[src/hdl/uart_pkg.sv]
package uart_pkg;
	// register offsets
	localparam logic [2:0] OFS_CTRL = 3'h0;
	localparam logic [2:0] OFS_TXDATA = 3'h1;
	localparam logic [2:0] OFS_PARAM1 = 3'h2;
	localparam logic [2:0] OFS_RXDATA = 3'h3;
	localparam logic [2:0] OFS_STATH = 3'h4;
	localparam logic [2:0] OFS_IRQ_STAT = 3'h5;
	localparam logic [2:0] OFS_IRQ_CLR = 3'h6;
	localparam logic [2:0] OFS_IRQ_EN = 3'h7;
	// control register fields
	localparam int C_STOP_SEL = 0;
	localparam int C_STOP_CHK = 2;
	localparam int C_ADDR = 3;
	localparam int C_WAKE = 4;
	localparam int C_SLEEP_EN = 5;
	localparam int C_T1 = 6;
	localparam int C_LAST = 7;
	localparam int C_BRK = 8;
	localparam logic [8:0] CTRL_RST = 9'h000;
	// status high register fields
	localparam int S_RXFULL = 0;
	localparam int S_BUSY = 1;
	localparam int S_FRAME_ERR = 2;
	localparam int S_OVERRUN = 3;
	localparam int S_TX_WR_ERR = 7;
	// interrupt bits
	localparam int I_RX = 0;
	localparam int I_FRAME = 1;
	localparam int I_OVERRUN = 2;
	localparam int I_WAIT = 3;
	localparam int I_WAKE = 4;
	localparam int IRQ_W = 5;
	localparam logic [4:0] IRQ_RST = 5'h00;
	// timing
	localparam int CLK_HZ = 20_000_000;
	localparam int BAUD_HZ = 1_250_000;
	localparam int BIT_CYC = CLK_HZ / BAUD_HZ;
	localparam int BRK_BITS = 13;
endpackage

[src/hdl/uart_stop_break_wake.sv]
// The implementer's own choices: the register offsets and the strobed register port.
`timescale 1ns/100ps
// Overview of operation
// - stop select 2 sends two stop bits and checks both on receive when the stop check bit is 0.
// - stop select 3 sends two stop bits, checks only the first.
// - char arriving with receive buffer full sets overrun, is discarded.
// - status high bit 7 is transmit write error, one clear write removes it.
// - address mode, parameter write with break bit set sends break then value.
// - break request bit self-clears once the break has been sent.
// - smart-card T=1 wait-time flag only after a char marked last.
module uart_stop_break_wake #(
	parameter int BIT_CYC = uart_pkg::BIT_CYC,
	parameter int BRK_BITS = uart_pkg::BRK_BITS
) (
	input wire logic core_clk_in,
	input wire logic nrst_in,
	input wire logic [2:0] addr_in,
	input wire logic [15:0] wdata_in,
	input wire logic wr_in,
	input wire logic rd_in,
	output logic [15:0] rdata_out,
	input wire logic rxd_in,
	output logic txd_out,
	input wire logic sleep_in,
	output logic wake_out,
	output logic irq_out
);
	typedef enum logic [5:0] {
		TX_IDLE = 6'h01, TX_BRK = 6'h02, TX_MARK = 6'h04,
		TX_START = 6'h08, TX_DATA = 6'h10, TX_STOP = 6'h20
	} tx_st_t;
	typedef enum logic [4:0] {
		RX_IDLE = 5'h01, RX_START = 5'h02, RX_DATA = 5'h04,
		RX_STOP1 = 5'h08, RX_STOP2 = 5'h10
	} rx_st_t;

	logic [1:0] rst_sync_r;
	logic rst_n;
	always_ff @(posedge core_clk_in or negedge nrst_in) begin
		if (!nrst_in) rst_sync_r <= 2'h0;
		else rst_sync_r <= {rst_sync_r[0], 1'h1};
	end
	assign rst_n = rst_sync_r[1];

	logic [8:0] ctrl_r;
	logic [4:0] irq_stat_r, irq_en_r, irq_set;
	logic [7:0] tx_buf_r, tx_sh_r, rx_data_r, rx_sh_r;
	logic tx_pend_r, tx_brk_pend_r, tx_last_r, tx_wr_err_r;
	logic frame_err_r, overrun_r;
	logic rx_full_r, rx_bad_r, tx_done, rx_done;
	logic [15:0] tx_cyc_r, rx_cyc_r;
	logic [3:0] tx_bits_r, rx_bits_r;
	tx_st_t tx_st_r;
	rx_st_t rx_st_r;
	logic wr_ctrl, wr_tx, wr_param, rd_rx, tx_tick, rx_tick, go, brk_req;
	logic [2:0] rx_sync_r;
	logic rx_lvl_r, rx_lvl_d_r, wake_r;

	assign wr_ctrl = wr_in && addr_in == uart_pkg::OFS_CTRL;
	assign wr_tx = wr_in && addr_in == uart_pkg::OFS_TXDATA;
	assign wr_param = wr_in && addr_in == uart_pkg::OFS_PARAM1;
	assign rd_rx = rd_in && addr_in == uart_pkg::OFS_RXDATA;
	assign brk_req = ctrl_r[uart_pkg::C_BRK];

	// control; break bit is set by software, cleared by hardware only
	always_ff @(posedge core_clk_in or negedge rst_n) begin
		if (!rst_n) begin
			ctrl_r <= uart_pkg::CTRL_RST;
		end else begin
			if (wr_ctrl) begin
				ctrl_r[7:0] <= wdata_in[7:0];
				if (wdata_in[uart_pkg::C_BRK])
					ctrl_r[uart_pkg::C_BRK] <= 1'h1;
			end
			if (tx_st_r == TX_BRK && tx_tick && tx_bits_r == 4'(BRK_BITS - 1))
				ctrl_r[uart_pkg::C_BRK] <= 1'h0;
		end
	end

	// transmit holding register
	always_ff @(posedge core_clk_in or negedge rst_n) begin
		if (!rst_n) begin
			tx_pend_r <= 1'h0;
			tx_brk_pend_r <= 1'h0;
			tx_buf_r <= 8'h00;
			tx_wr_err_r <= 1'h0;
		end else begin
			if (go) tx_pend_r <= 1'h0;
			if ((wr_tx || wr_param) && !tx_pend_r) begin
				tx_pend_r <= 1'h1;
				tx_buf_r <= wdata_in[7:0];
				tx_brk_pend_r <= wr_param && brk_req &&
					ctrl_r[uart_pkg::C_ADDR];
			end
			if (wr_in && addr_in == uart_pkg::OFS_STATH &&
				wdata_in[uart_pkg::S_TX_WR_ERR])
				tx_wr_err_r <= 1'h0;
			if ((wr_tx || wr_param) && tx_pend_r)
				tx_wr_err_r <= 1'h1;
		end
	end

	assign go = tx_st_r == TX_IDLE && tx_pend_r;
	assign tx_tick = tx_cyc_r == 16'(BIT_CYC - 1);

	always_ff @(posedge core_clk_in or negedge rst_n) begin
		if (!rst_n) begin
			tx_st_r <= TX_IDLE;
			tx_cyc_r <= 16'h0000;
			tx_bits_r <= 4'h0;
			tx_sh_r <= 8'h00;
			tx_last_r <= 1'h0;
		end else begin
			tx_cyc_r <= (tx_tick || tx_st_r == TX_IDLE) ? 16'h0000 :
				tx_cyc_r + 16'h0001;
			unique case (tx_st_r)
			TX_IDLE: begin
				tx_bits_r <= 4'h0;
				if (go) begin
					tx_sh_r <= tx_buf_r;
					tx_last_r <= ctrl_r[uart_pkg::C_LAST];
					tx_st_r <= tx_brk_pend_r ? TX_BRK : TX_START;
				end
			end
			TX_BRK: if (tx_tick) begin
				tx_bits_r <= tx_bits_r + 4'h1;
				if (tx_bits_r == 4'(BRK_BITS - 1)) tx_st_r <= TX_MARK;
			end
			TX_MARK: if (tx_tick) tx_st_r <= TX_START;
			TX_START: if (tx_tick) begin
				tx_st_r <= TX_DATA;
				tx_bits_r <= 4'h0;
			end
			TX_DATA: if (tx_tick) begin
				tx_sh_r <= {1'h0, tx_sh_r[7:1]};
				tx_bits_r <= tx_bits_r + 4'h1;
				if (tx_bits_r == 4'h7) begin
					tx_st_r <= TX_STOP;
					tx_bits_r <= 4'h0;
				end
			end
			TX_STOP: if (tx_tick) begin
				tx_bits_r <= tx_bits_r + 4'h1;
				// select 2 or 3 sends a second stop bit
				if (!ctrl_r[uart_pkg::C_STOP_SEL + 1] || tx_bits_r == 4'h1)
					tx_st_r <= TX_IDLE;
			end
			endcase
		end
	end

	assign tx_done = tx_st_r == TX_STOP && tx_tick &&
		(!ctrl_r[uart_pkg::C_STOP_SEL + 1] || tx_bits_r == 4'h1);

	always_ff @(posedge core_clk_in or negedge rst_n) begin
		if (!rst_n) txd_out <= 1'h1;
		else txd_out <= !(tx_st_r == TX_BRK || tx_st_r == TX_START ||
			(tx_st_r == TX_DATA && !tx_sh_r[0]));
	end

	// line input: three stages, change accepted when last two agree
	always_ff @(posedge core_clk_in or negedge rst_n) begin
		if (!rst_n) begin
			rx_sync_r <= 3'h7;
			rx_lvl_r <= 1'h1;
			rx_lvl_d_r <= 1'h1;
		end else begin
			rx_sync_r <= {rx_sync_r[1:0], rxd_in};
			if (rx_sync_r[1] == rx_sync_r[2]) rx_lvl_r <= rx_sync_r[2];
			rx_lvl_d_r <= rx_lvl_r;
		end
	end

	assign rx_tick = rx_st_r == RX_START ? rx_cyc_r == 16'(BIT_CYC / 2 - 1)
		: rx_cyc_r == 16'(BIT_CYC - 1);

	always_ff @(posedge core_clk_in or negedge rst_n) begin
		if (!rst_n) begin
			rx_st_r <= RX_IDLE;
			rx_cyc_r <= 16'h0000;
			rx_bits_r <= 4'h0;
			rx_sh_r <= 8'h00;
			rx_bad_r <= 1'h0;
		end else begin
			rx_cyc_r <= (rx_tick || rx_st_r == RX_IDLE) ? 16'h0000 :
				rx_cyc_r + 16'h0001;
			unique case (rx_st_r)
			RX_IDLE: begin
				rx_bits_r <= 4'h0;
				rx_bad_r <= 1'h0;
				if (!rx_lvl_r) rx_st_r <= RX_START;
			end
			RX_START: if (rx_tick) rx_st_r <= rx_lvl_r ? RX_IDLE : RX_DATA;
			RX_DATA: if (rx_tick) begin
				rx_sh_r <= {rx_lvl_r, rx_sh_r[7:1]};
				rx_bits_r <= rx_bits_r + 4'h1;
				if (rx_bits_r == 4'h7) rx_st_r <= RX_STOP1;
			end
			RX_STOP1: if (rx_tick) begin
				rx_bad_r <= !rx_lvl_r;
				// only select 2 with check mode 0 checks the second stop
				if (ctrl_r[1:0] == 2'h2 && !ctrl_r[uart_pkg::C_STOP_CHK])
					rx_st_r <= RX_STOP2;
				else rx_st_r <= RX_IDLE;
			end
			RX_STOP2: if (rx_tick) begin
				rx_bad_r <= rx_bad_r || !rx_lvl_r;
				rx_st_r <= RX_IDLE;
			end
			endcase
		end
	end

	assign rx_done = rx_tick &&
		(rx_st_r == RX_STOP2 || (rx_st_r == RX_STOP1 &&
		!(ctrl_r[1:0] == 2'h2 && !ctrl_r[uart_pkg::C_STOP_CHK])));

	// receive buffer and error flags; setting wins over clearing
	always_ff @(posedge core_clk_in or negedge rst_n) begin
		if (!rst_n) begin
			rx_data_r <= 8'h00;
			rx_full_r <= 1'h0;
			frame_err_r <= 1'h0;
			overrun_r <= 1'h0;
		end else begin
			if (rd_rx) rx_full_r <= 1'h0;
			if (wr_in && addr_in == uart_pkg::OFS_STATH) begin
				if (wdata_in[uart_pkg::S_FRAME_ERR]) frame_err_r <= 1'h0;
				if (wdata_in[uart_pkg::S_OVERRUN]) overrun_r <= 1'h0;
			end
			if (rx_done) begin
				if (rx_full_r && !rd_rx) begin
					overrun_r <= 1'h1;
				end else begin
					rx_data_r <= rx_sh_r;
					rx_full_r <= 1'h1;
					frame_err_r <= rx_bad_r || !rx_lvl_r ||
						frame_err_r;
				end
			end
		end
	end

	// wake from sleep on a start edge
	always_ff @(posedge core_clk_in or negedge rst_n) begin
		if (!rst_n) wake_r <= 1'h0;
		else wake_r <= sleep_in && rx_st_r == RX_IDLE && rx_lvl_d_r &&
			!rx_lvl_r && ctrl_r[uart_pkg::C_WAKE] &&
			ctrl_r[uart_pkg::C_SLEEP_EN];
	end
	assign wake_out = wake_r;

	always_comb begin
		irq_set = 5'h00;
		irq_set[uart_pkg::I_RX] = rx_done && !(rx_full_r && !rd_rx);
		irq_set[uart_pkg::I_FRAME] = rx_done && !(rx_full_r && !rd_rx) &&
			(rx_bad_r || !rx_lvl_r);
		irq_set[uart_pkg::I_OVERRUN] = rx_done && rx_full_r && !rd_rx;
		irq_set[uart_pkg::I_WAIT] = tx_done && tx_last_r &&
			ctrl_r[uart_pkg::C_T1];
		irq_set[uart_pkg::I_WAKE] = wake_r;
	end

	always_ff @(posedge core_clk_in or negedge rst_n) begin
		if (!rst_n) begin
			irq_stat_r <= uart_pkg::IRQ_RST;
			irq_en_r <= uart_pkg::IRQ_RST;
		end else begin
			if (wr_in && addr_in == uart_pkg::OFS_IRQ_EN)
				irq_en_r <= wdata_in[4:0];
			if (wr_in && addr_in == uart_pkg::OFS_IRQ_CLR)
				irq_stat_r <= (irq_stat_r & ~wdata_in[4:0]) | irq_set;
			else
				irq_stat_r <= irq_stat_r | irq_set;
		end
	end
	assign irq_out = |(irq_stat_r & irq_en_r);

	always_ff @(posedge core_clk_in or negedge rst_n) begin
		if (!rst_n) begin
			rdata_out <= 16'h0000;
		end else if (rd_in) begin
			unique case (addr_in)
			uart_pkg::OFS_CTRL: rdata_out <= {7'h00, ctrl_r};
			uart_pkg::OFS_PARAM1: rdata_out <= {8'h00, tx_buf_r};
			uart_pkg::OFS_RXDATA: rdata_out <= {8'h00, rx_data_r};
			uart_pkg::OFS_STATH: rdata_out <= {8'h00, tx_wr_err_r, 3'h0,
				overrun_r, frame_err_r,
				tx_st_r != TX_IDLE || tx_pend_r, rx_full_r};
			uart_pkg::OFS_IRQ_STAT: rdata_out <= {11'h000, irq_stat_r};
			uart_pkg::OFS_IRQ_EN: rdata_out <= {11'h000, irq_en_r};
			default: rdata_out <= 16'h0000;
			endcase
		end else begin
			rdata_out <= 16'h0000;
		end
	end

	a_two_stop_tx: assert property (@(posedge core_clk_in) disable iff (!rst_n)
		tx_st_r == TX_STOP && tx_tick && tx_bits_r == 4'h0 &&
		ctrl_r[1] |=> tx_st_r == TX_STOP)
		else $error("second stop bit not sent");
	a_one_stop_chk: assert property (@(posedge core_clk_in) disable iff (!rst_n)
		ctrl_r[1:0] == 2'h3 |-> rx_st_r != RX_STOP2)
		else $error("second stop checked in mode 3");
	a_framing_error_flag_second: assert property (@(posedge core_clk_in) disable iff (!rst_n)
		rx_st_r == RX_STOP2 && rx_tick && !rx_lvl_r && !rx_full_r
		|=> frame_err_r)
		else $error("bad second stop not flagged");
	a_overrun_keep: assert property (@(posedge core_clk_in) disable iff (!rst_n)
		rx_done && rx_full_r && !rd_rx |=> overrun_r &&
		rx_data_r == $past(rx_data_r))
		else $error("overrun not handled");
	a_wr_err_clear: assert property (@(posedge core_clk_in) disable iff (!rst_n)
		wr_in && addr_in == uart_pkg::OFS_STATH &&
		wdata_in[uart_pkg::S_TX_WR_ERR] |=> !tx_wr_err_r)
		else $error("write error flag not cleared");
	a_break_first: assert property (@(posedge core_clk_in) disable iff (!rst_n)
		wr_param && !tx_pend_r && brk_req && ctrl_r[uart_pkg::C_ADDR] &&
		tx_st_r == TX_IDLE |=> ##1 tx_st_r == TX_BRK)
		else $error("break not started");
	a_break_clear: assert property (@(posedge core_clk_in) disable iff (!rst_n)
		$fell(brk_req) |-> $past(tx_st_r) == TX_BRK &&
		tx_st_r == TX_MARK)
		else $error("break bit cleared early");
	a_wait_last: assert property (@(posedge core_clk_in) disable iff (!rst_n)
		$rose(irq_stat_r[uart_pkg::I_WAIT]) |-> $past(tx_last_r) &&
		$past(ctrl_r[uart_pkg::C_T1]) && $past(tx_st_r) == TX_STOP)
		else $error("wait time without last char");
	c_break: cover property (@(posedge core_clk_in) disable iff (!rst_n)
		tx_st_r == TX_MARK ##1 tx_st_r == TX_MARK);
	c_overrun: cover property (@(posedge core_clk_in) disable iff (!rst_n)
		$rose(overrun_r));
	c_wake: cover property (@(posedge core_clk_in) disable iff (!rst_n)
		wake_r);
endmodule

[config.mk]
export PLATFORM = sky130hd
export DESIGN_NAME = uart_stop_break_wake
export DESIGN_NICKNAME = d
export VERILOG_FILES = /design/src/hdl/uart_pkg.sv /design/src/hdl/uart_stop_break_wake.sv
export SDC_FILE = /design/constraint.sdc
export NUM_CORES = 1
export LEC_CHECK = 0
export BUFFER_PORTS_ARGS = -buffer_cell sky130_fd_sc_hd__buf_4
export CAP_MARGIN = 0
export CORE_MARGIN = 3
export CORE_UTILIZATION = 45
export DETAILED_ROUTE_END_ITERATION = 6
export SYNTH_ARGS = -nofsm -noshare
export SYNTH_HDL_FRONTEND = slang
export SYNTH_SLANG_ARGS = --single-unit
[constraint.sdc]
create_clock -name core_clk_in -period 3.6 [get_ports core_clk_in]
set_input_delay 0 -clock core_clk_in [delete_from_list [all_inputs] [get_ports core_clk_in]]
set_output_delay 0 -clock core_clk_in [all_outputs]
set_load 0.005 [all_outputs]
* Word level (Yosys, flattened, before mapping)
Index checks and enable logic that the tools add are counted.
** Word-level totals
- Flip-flop bits (word level) :: 135
- Input bits :: 25
- Output and inout port bits :: 19
- Logic and storage cells :: 213
** Cells by class
- Add/sub/neg operators :: 4
- Equal/unequal tests :: 44
- Multiplexer cells :: 57
- Bitwise gates (word level) :: 6
- Reductions and logical operators :: 73
** Operator list (count)
- $mux 6 :: 9
- $pmux 9 s6 :: 1
- $mux 16 :: 3
- $mux 5 :: 8
- $pmux 6 s6 :: 1
- $logic_and 1x1->1 :: 33
- $add 16x1->16 const B :: 2
- $eq 16x4->1 const B :: 2
- $ne 2x2->1 const B :: 14
- $pmux 5 s5 :: 1
- $mux 4 :: 6
- $mux 1 :: 20
- $eq 16x3->1 const B :: 1
- $mux 8 :: 2
- $pmux 4 s4 :: 1
- $pmux 8 s2 :: 1
- $eq 3x3->1 const B :: 4
- $reduce_bool 2->1 :: 6
- $and 5x5->5 :: 2
- $logic_or 1x1->1 :: 10
- $or 5x5->5 :: 2
- $reduce_and 2->1 :: 5
- $logic_not 1->1 :: 9
- $mux 9 :: 1
- 35 further kinds :: 40

* Depth between registers and ports, before layout
- Depth after elaboration :: 10
- Depth in mapped cells :: 7
- Mapped depth without buffers :: 7

* Worst setup path after synthesis
Ideal clock, no wire load.
- Kind :: register to register
- Start point :: register tx_cyc_r[12]
- End point :: register tx_bits_r[3]
- Library setup time :: 0.124 ns
- Data arrival time :: 2.409 ns
- Slack :: 1.067 ns
- Cell stages (with the launch flop) :: 6
- Clock period less this slack :: 2.533 ns
- Cells stage by stage :: dfrtp_1 or4_4 or4_1 or4_4 and2_1 a211o_1
** Between the ends
- Cells in the longest elaborated chain, start to end :: 3
** Ends and longest elaborated chain
- from (decl) :: RTL line uart_stop_break_wake.sv:51 : logic [15:0] tx_cyc_r, rx_cyc_r;
- from (signal assigned) :: RTL line uart_stop_break_wake.sv:114 : tx_cyc_r <= (tx_tick || tx_st_r == TX_IDLE) ? 16'h0000 :
- $eq 16x4->1 (*) :: RTL line uart_stop_break_wake.sv:104 : assign tx_tick = tx_cyc_r == 16'(BIT_CYC - 1);
- $ne 2x2->1 (no line) or $ne 2x1->1 (tied branches)
- $reduce_and 4->1 (no line) (*)
- to (signal assigned) :: RTL line uart_stop_break_wake.sv:126 : tx_bits_r <= tx_bits_r + 4'h1;
- to (signal assigned) :: RTL line uart_stop_break_wake.sv:136 : tx_bits_r <= tx_bits_r + 4'h1;
- to (signal assigned) :: RTL line uart_stop_break_wake.sv:143 : tx_bits_r <= tx_bits_r + 4'h1;
- to (decl) :: RTL line uart_stop_break_wake.sv:52 : logic [3:0] tx_bits_r, rx_bits_r;
Mark *: on every way between the ends. The rest lies on a longest branch, timed or not.
A chain may end at the register's enable or synchronous reset.

* Final worst setup path
- Start point :: register rx_st_r[2]
- End point :: register rx_sh_r[4]
** Between the ends
- Cells in the longest elaborated chain, start to end :: 3
** Ends and longest elaborated chain
- from (decl) :: RTL line uart_stop_break_wake.sv:54 : rx_st_t rx_st_r;
- from (signal assigned) :: RTL line uart_stop_break_wake.sv:193 : RX_START: if (rx_tick) rx_st_r <= rx_lvl_r ? RX_IDLE : RX_DATA;
- $eq 5x2->1 :: RTL line uart_stop_break_wake.sv:174 : assign rx_tick = rx_st_r == RX_START ? rx_cyc_r == 16'(BIT_CYC / 2 - 1)
- $mux 1 :: RTL line uart_stop_break_wake.sv:174
- $reduce_and 2->1 (no line) (*)
- to (signal assigned) :: RTL line uart_stop_break_wake.sv:195 : rx_sh_r <= {rx_lvl_r, rx_sh_r[7:1]};
- to (decl) :: RTL line uart_stop_break_wake.sv:47 : logic [7:0] tx_buf_r, tx_sh_r, rx_data_r, rx_sh_r;
Marked as above.

==> impl_metrics.tcl <==
set metrics [dict create \
    die_area_sq_mm 0.0151 \
    power_leakage_nw 3.28 \
    clock_path_buffers 2 \
    synthToLayoutAreaGrowth_pct 18.5 \
    rsz0062_at_grt "false" \
    r2r-start "rx_st_r[2]" \
    timing.fmax_mhz 371 \
    ant_nets 0 \
    path_clk_slew_ns 0.06 \
    wl_per_cell_microns 16.2 \
    final_max_slew_viol_count 0 \
    grt_max_degree 71 \
    synth_largest_area_cell "dfrtp_1" \
    root_buffer "clkbuf_16" \
    ff2ff_setup_slack_ns 0.90 \
    die_h_microns 123 \
    start_util_pct 46.2 \
    clock_latency_ns 0.41 \
    power_density_mw_per_mm2 645 \
    io_buffer_count 29 \
    drtIter0Drc 422 \
    finalSetupViolCount 0 \
    finClkSkew_ns 0.0120 \
    nets 666 \
    start_kind "register" \
    die_x_microns 123 \
    avgSynthCellArea_sq_um 10.5 \
    status "complete, no violations" \
    grt_overflow_total 0 \
    period_needed_ns 2.70 \
    reg2reg_depth 5 \
    grt_pass1_vias 4508 \
    finalCritPeriodShare_pct 74.9 \
    diodes 0 \
    synth_cell_types 68 \
    cts_made_buffers 17 \
    synth-edff-count 0 \
    gp_congestion 0.866 \
    slowest_delay_ns 0.65 \
    routed_via_density 5.46 \
    finalSetupTns_ns 0 \
    core_area_sq_mm 0.0133 \
    io_pins 44 \
    crit_chain "or4b_1 -> o21a_1 -> o211ai_1 -> buf_4 -> mux2_2" \
    worstHoldPathType "in -> reg" \
    worstSetupPathType "reg -> reg" \
    async_flop_share_pct 100 \
    cp_slowest_cell "or4b_1" \
    final_cell_mix "dfrtp_1, nor2_1, mux2_2" \
    numClockSinks 128 \
    crit_start "rx_st_r[2]" \
    netlist_instances 583 \
    vias 4495 \
    synth_area_leaders "dfrtp_1, mux2_2, nor2_1, dfstp_2, nand2_1" \
    dp_hpwl_mm 9.15 \
    drv_cap 0 \
    tightestPinTransition_ns 0.757 \
    drt-total-wl_mm 13.3 \
    fin_ws_ns 0.905 \
    cp.arrival_ns 2.99 \
    yosysTopAreaCellShare_pct 48.8 \
    drive_above_1_share_pct 20.7 \
    grt_use_total_pct 18.9 \
    cts_max_level 4 \
    whs_ns 0.0839 \
    r2r-end "rx_sh_r[4]" \
    cp_max_fo 10 \
    antenna_found_initial 0 \
    crit_end "rx_sh_r[4]" \
    layout_commonest_cell "dfrtp_1" \
    synth_area_sq_mm 0.00615 \
    grt_pass1_wl_mm 22.2 \
    hold_viol 0 \
    yosysWarnings 0 \
    synth_ff_type "dfrtp_1" \
    slew_headroom_pct 49.5 \
    post_cts_buffers 0 \
    drt_first_pass_iters 4 \
    required_ns 3.89 \
    ir_drop_mv 0.487 \
    endpoint_kind "register" \
    ys_seq_area_share_pct 52.3 \
    pre_cts_slack_ns 0.893 \
    cts_tree "done" \
    rows 42 \
    synth_seq_cells 128 \
    drc 0 \
]
==> critical path: cells and delay by family, from the launching register on <==
| kind | cells | cell delay [ns] |
|---|---|---|
| mux | 1 | 0.35 |
| compound gates | 2 | 0.84 |
| buf+inv | 1 | 0.30 |
| flops | 1 | 0.44 |
| simple gates | 1 | 0.65 |
==> cell type report <==
cell class,count,area (sq um)
Multi-Input combinational cell,423,2790
Tap cell,176,220
Sequential cell,128,3220
Inverter,13,48.8
Clock inverter,9,82.6
Fill cell,1176,6010
Clock buffer,23,488
Timing Repair Buffer,52,443
==> Yosys cell counts (3+ instances only) <==
library cell	n
mux2_2	47
or4_1	5
xor2_1	14
or3b_2	4
clkbuf_1	14
a221oi_1	4
ha_1	6
and3_1	7
nand2_1	44
o21ai_0	18
inv_1	13
dfrtp_1	120
nand3b_1	9
xnor2_1	18
and4_1	3
nand4_1	6
nor2b_1	10
nor4_1	8
dfstp_2	8
o22ai_1	11
a21oi_1	11
or2_2	3
nor3b_1	4
nor3_1	14
nand3_1	28
buf_4	7
a22oi_1	7
nand2b_1	5
mux2i_1	3
nor2_1	73
and2_1	4
a21o_1	4
==> kinds of logic (layout without fill, tap and decap cells) <==
logic type | after synthesis | after routing | synth area share [%]
adders and majority gates | 7 | 7 | 1.38
muxes | 50 | 50 | 9.10
AOI/OAI and AO/OA | 85 | 85 | 9.51
other | 2 | 8 | 0.122
DFF | 128 | 128 | 52.3
xor gates and xnor gates | 32 | 32 | 4.56
and+or+nand+nor | 241 | 241 | 20.3
buffers and inverters | 38 | 97 | 2.79
==> timing repair <==
| action | CTS | global route |
|---|---|---|
| resized for setup | 0 | 0 |
| hold endpoints to repair | 40 | 0 |
| hold buffers | 16 | 0 |
==> where the power goes <==
part	switching, mW	internal [mW]
logic	0.520	0.499
registers	0.321	1.73
clock network	0.607	1.02
==> metrics by stage <==
step	instances	power (mW)	utilization, %	cell area, sq um
floorplan	589	2.67	-	6170
global placement	776	3.03	49.3	6550
detailed placement	776	3.07	49.3	6550
CTS	824	4.73	54.8	7280
global route	824	4.98	54.8	7280
finish	824	4.70	54.8	7280
==> flip-flops by register name, summed over array words and instances (netlist names), 2 cells and up <==
signal	flops
tx_cyc_r	16
irq_en_r	5
rx_bits_r	4
rx_sync_r	3
tx_bits_r	4
tx_sh_r	8
rx_sh_r	8
tx_st_r	6
rdata_out	9
rx_st_r	5
rst_sync_r	2
tx_buf_r	8
ctrl_r	9
rx_data_r	8
rx_cyc_r	16
irq_stat_r	5
==> routing by layer <==
layer  vias to the layer above  global-route usage, %  share of wire, %
met5                         -                      0                 0
met2                        95                   30.1                48
met1                      2218                   25.3                46
met3                        10                   5.67               5.0
li1                       2172                      -                 -
met4                         0                   5.04               1.2
==> worst min-delay path by stage <==
stage                     startpoint       endpoint  cells past startpoint  slack [ns]
after floorplan              nrst_in  rst_sync_r[0]                      0       -0.30
after global placement       nrst_in  rst_sync_r[0]                      1       -0.22
after global routing      addr_in[1]   rdata_out[5]                      3        0.08
final                     addr_in[1]   rdata_out[6]                      3        0.08
after detailed placement     nrst_in  rst_sync_r[0]                      1       -0.22
after CTS                 addr_in[1]   rdata_out[6]                      3        0.07
Note: power is estimated with default switching activity, not from simulation.
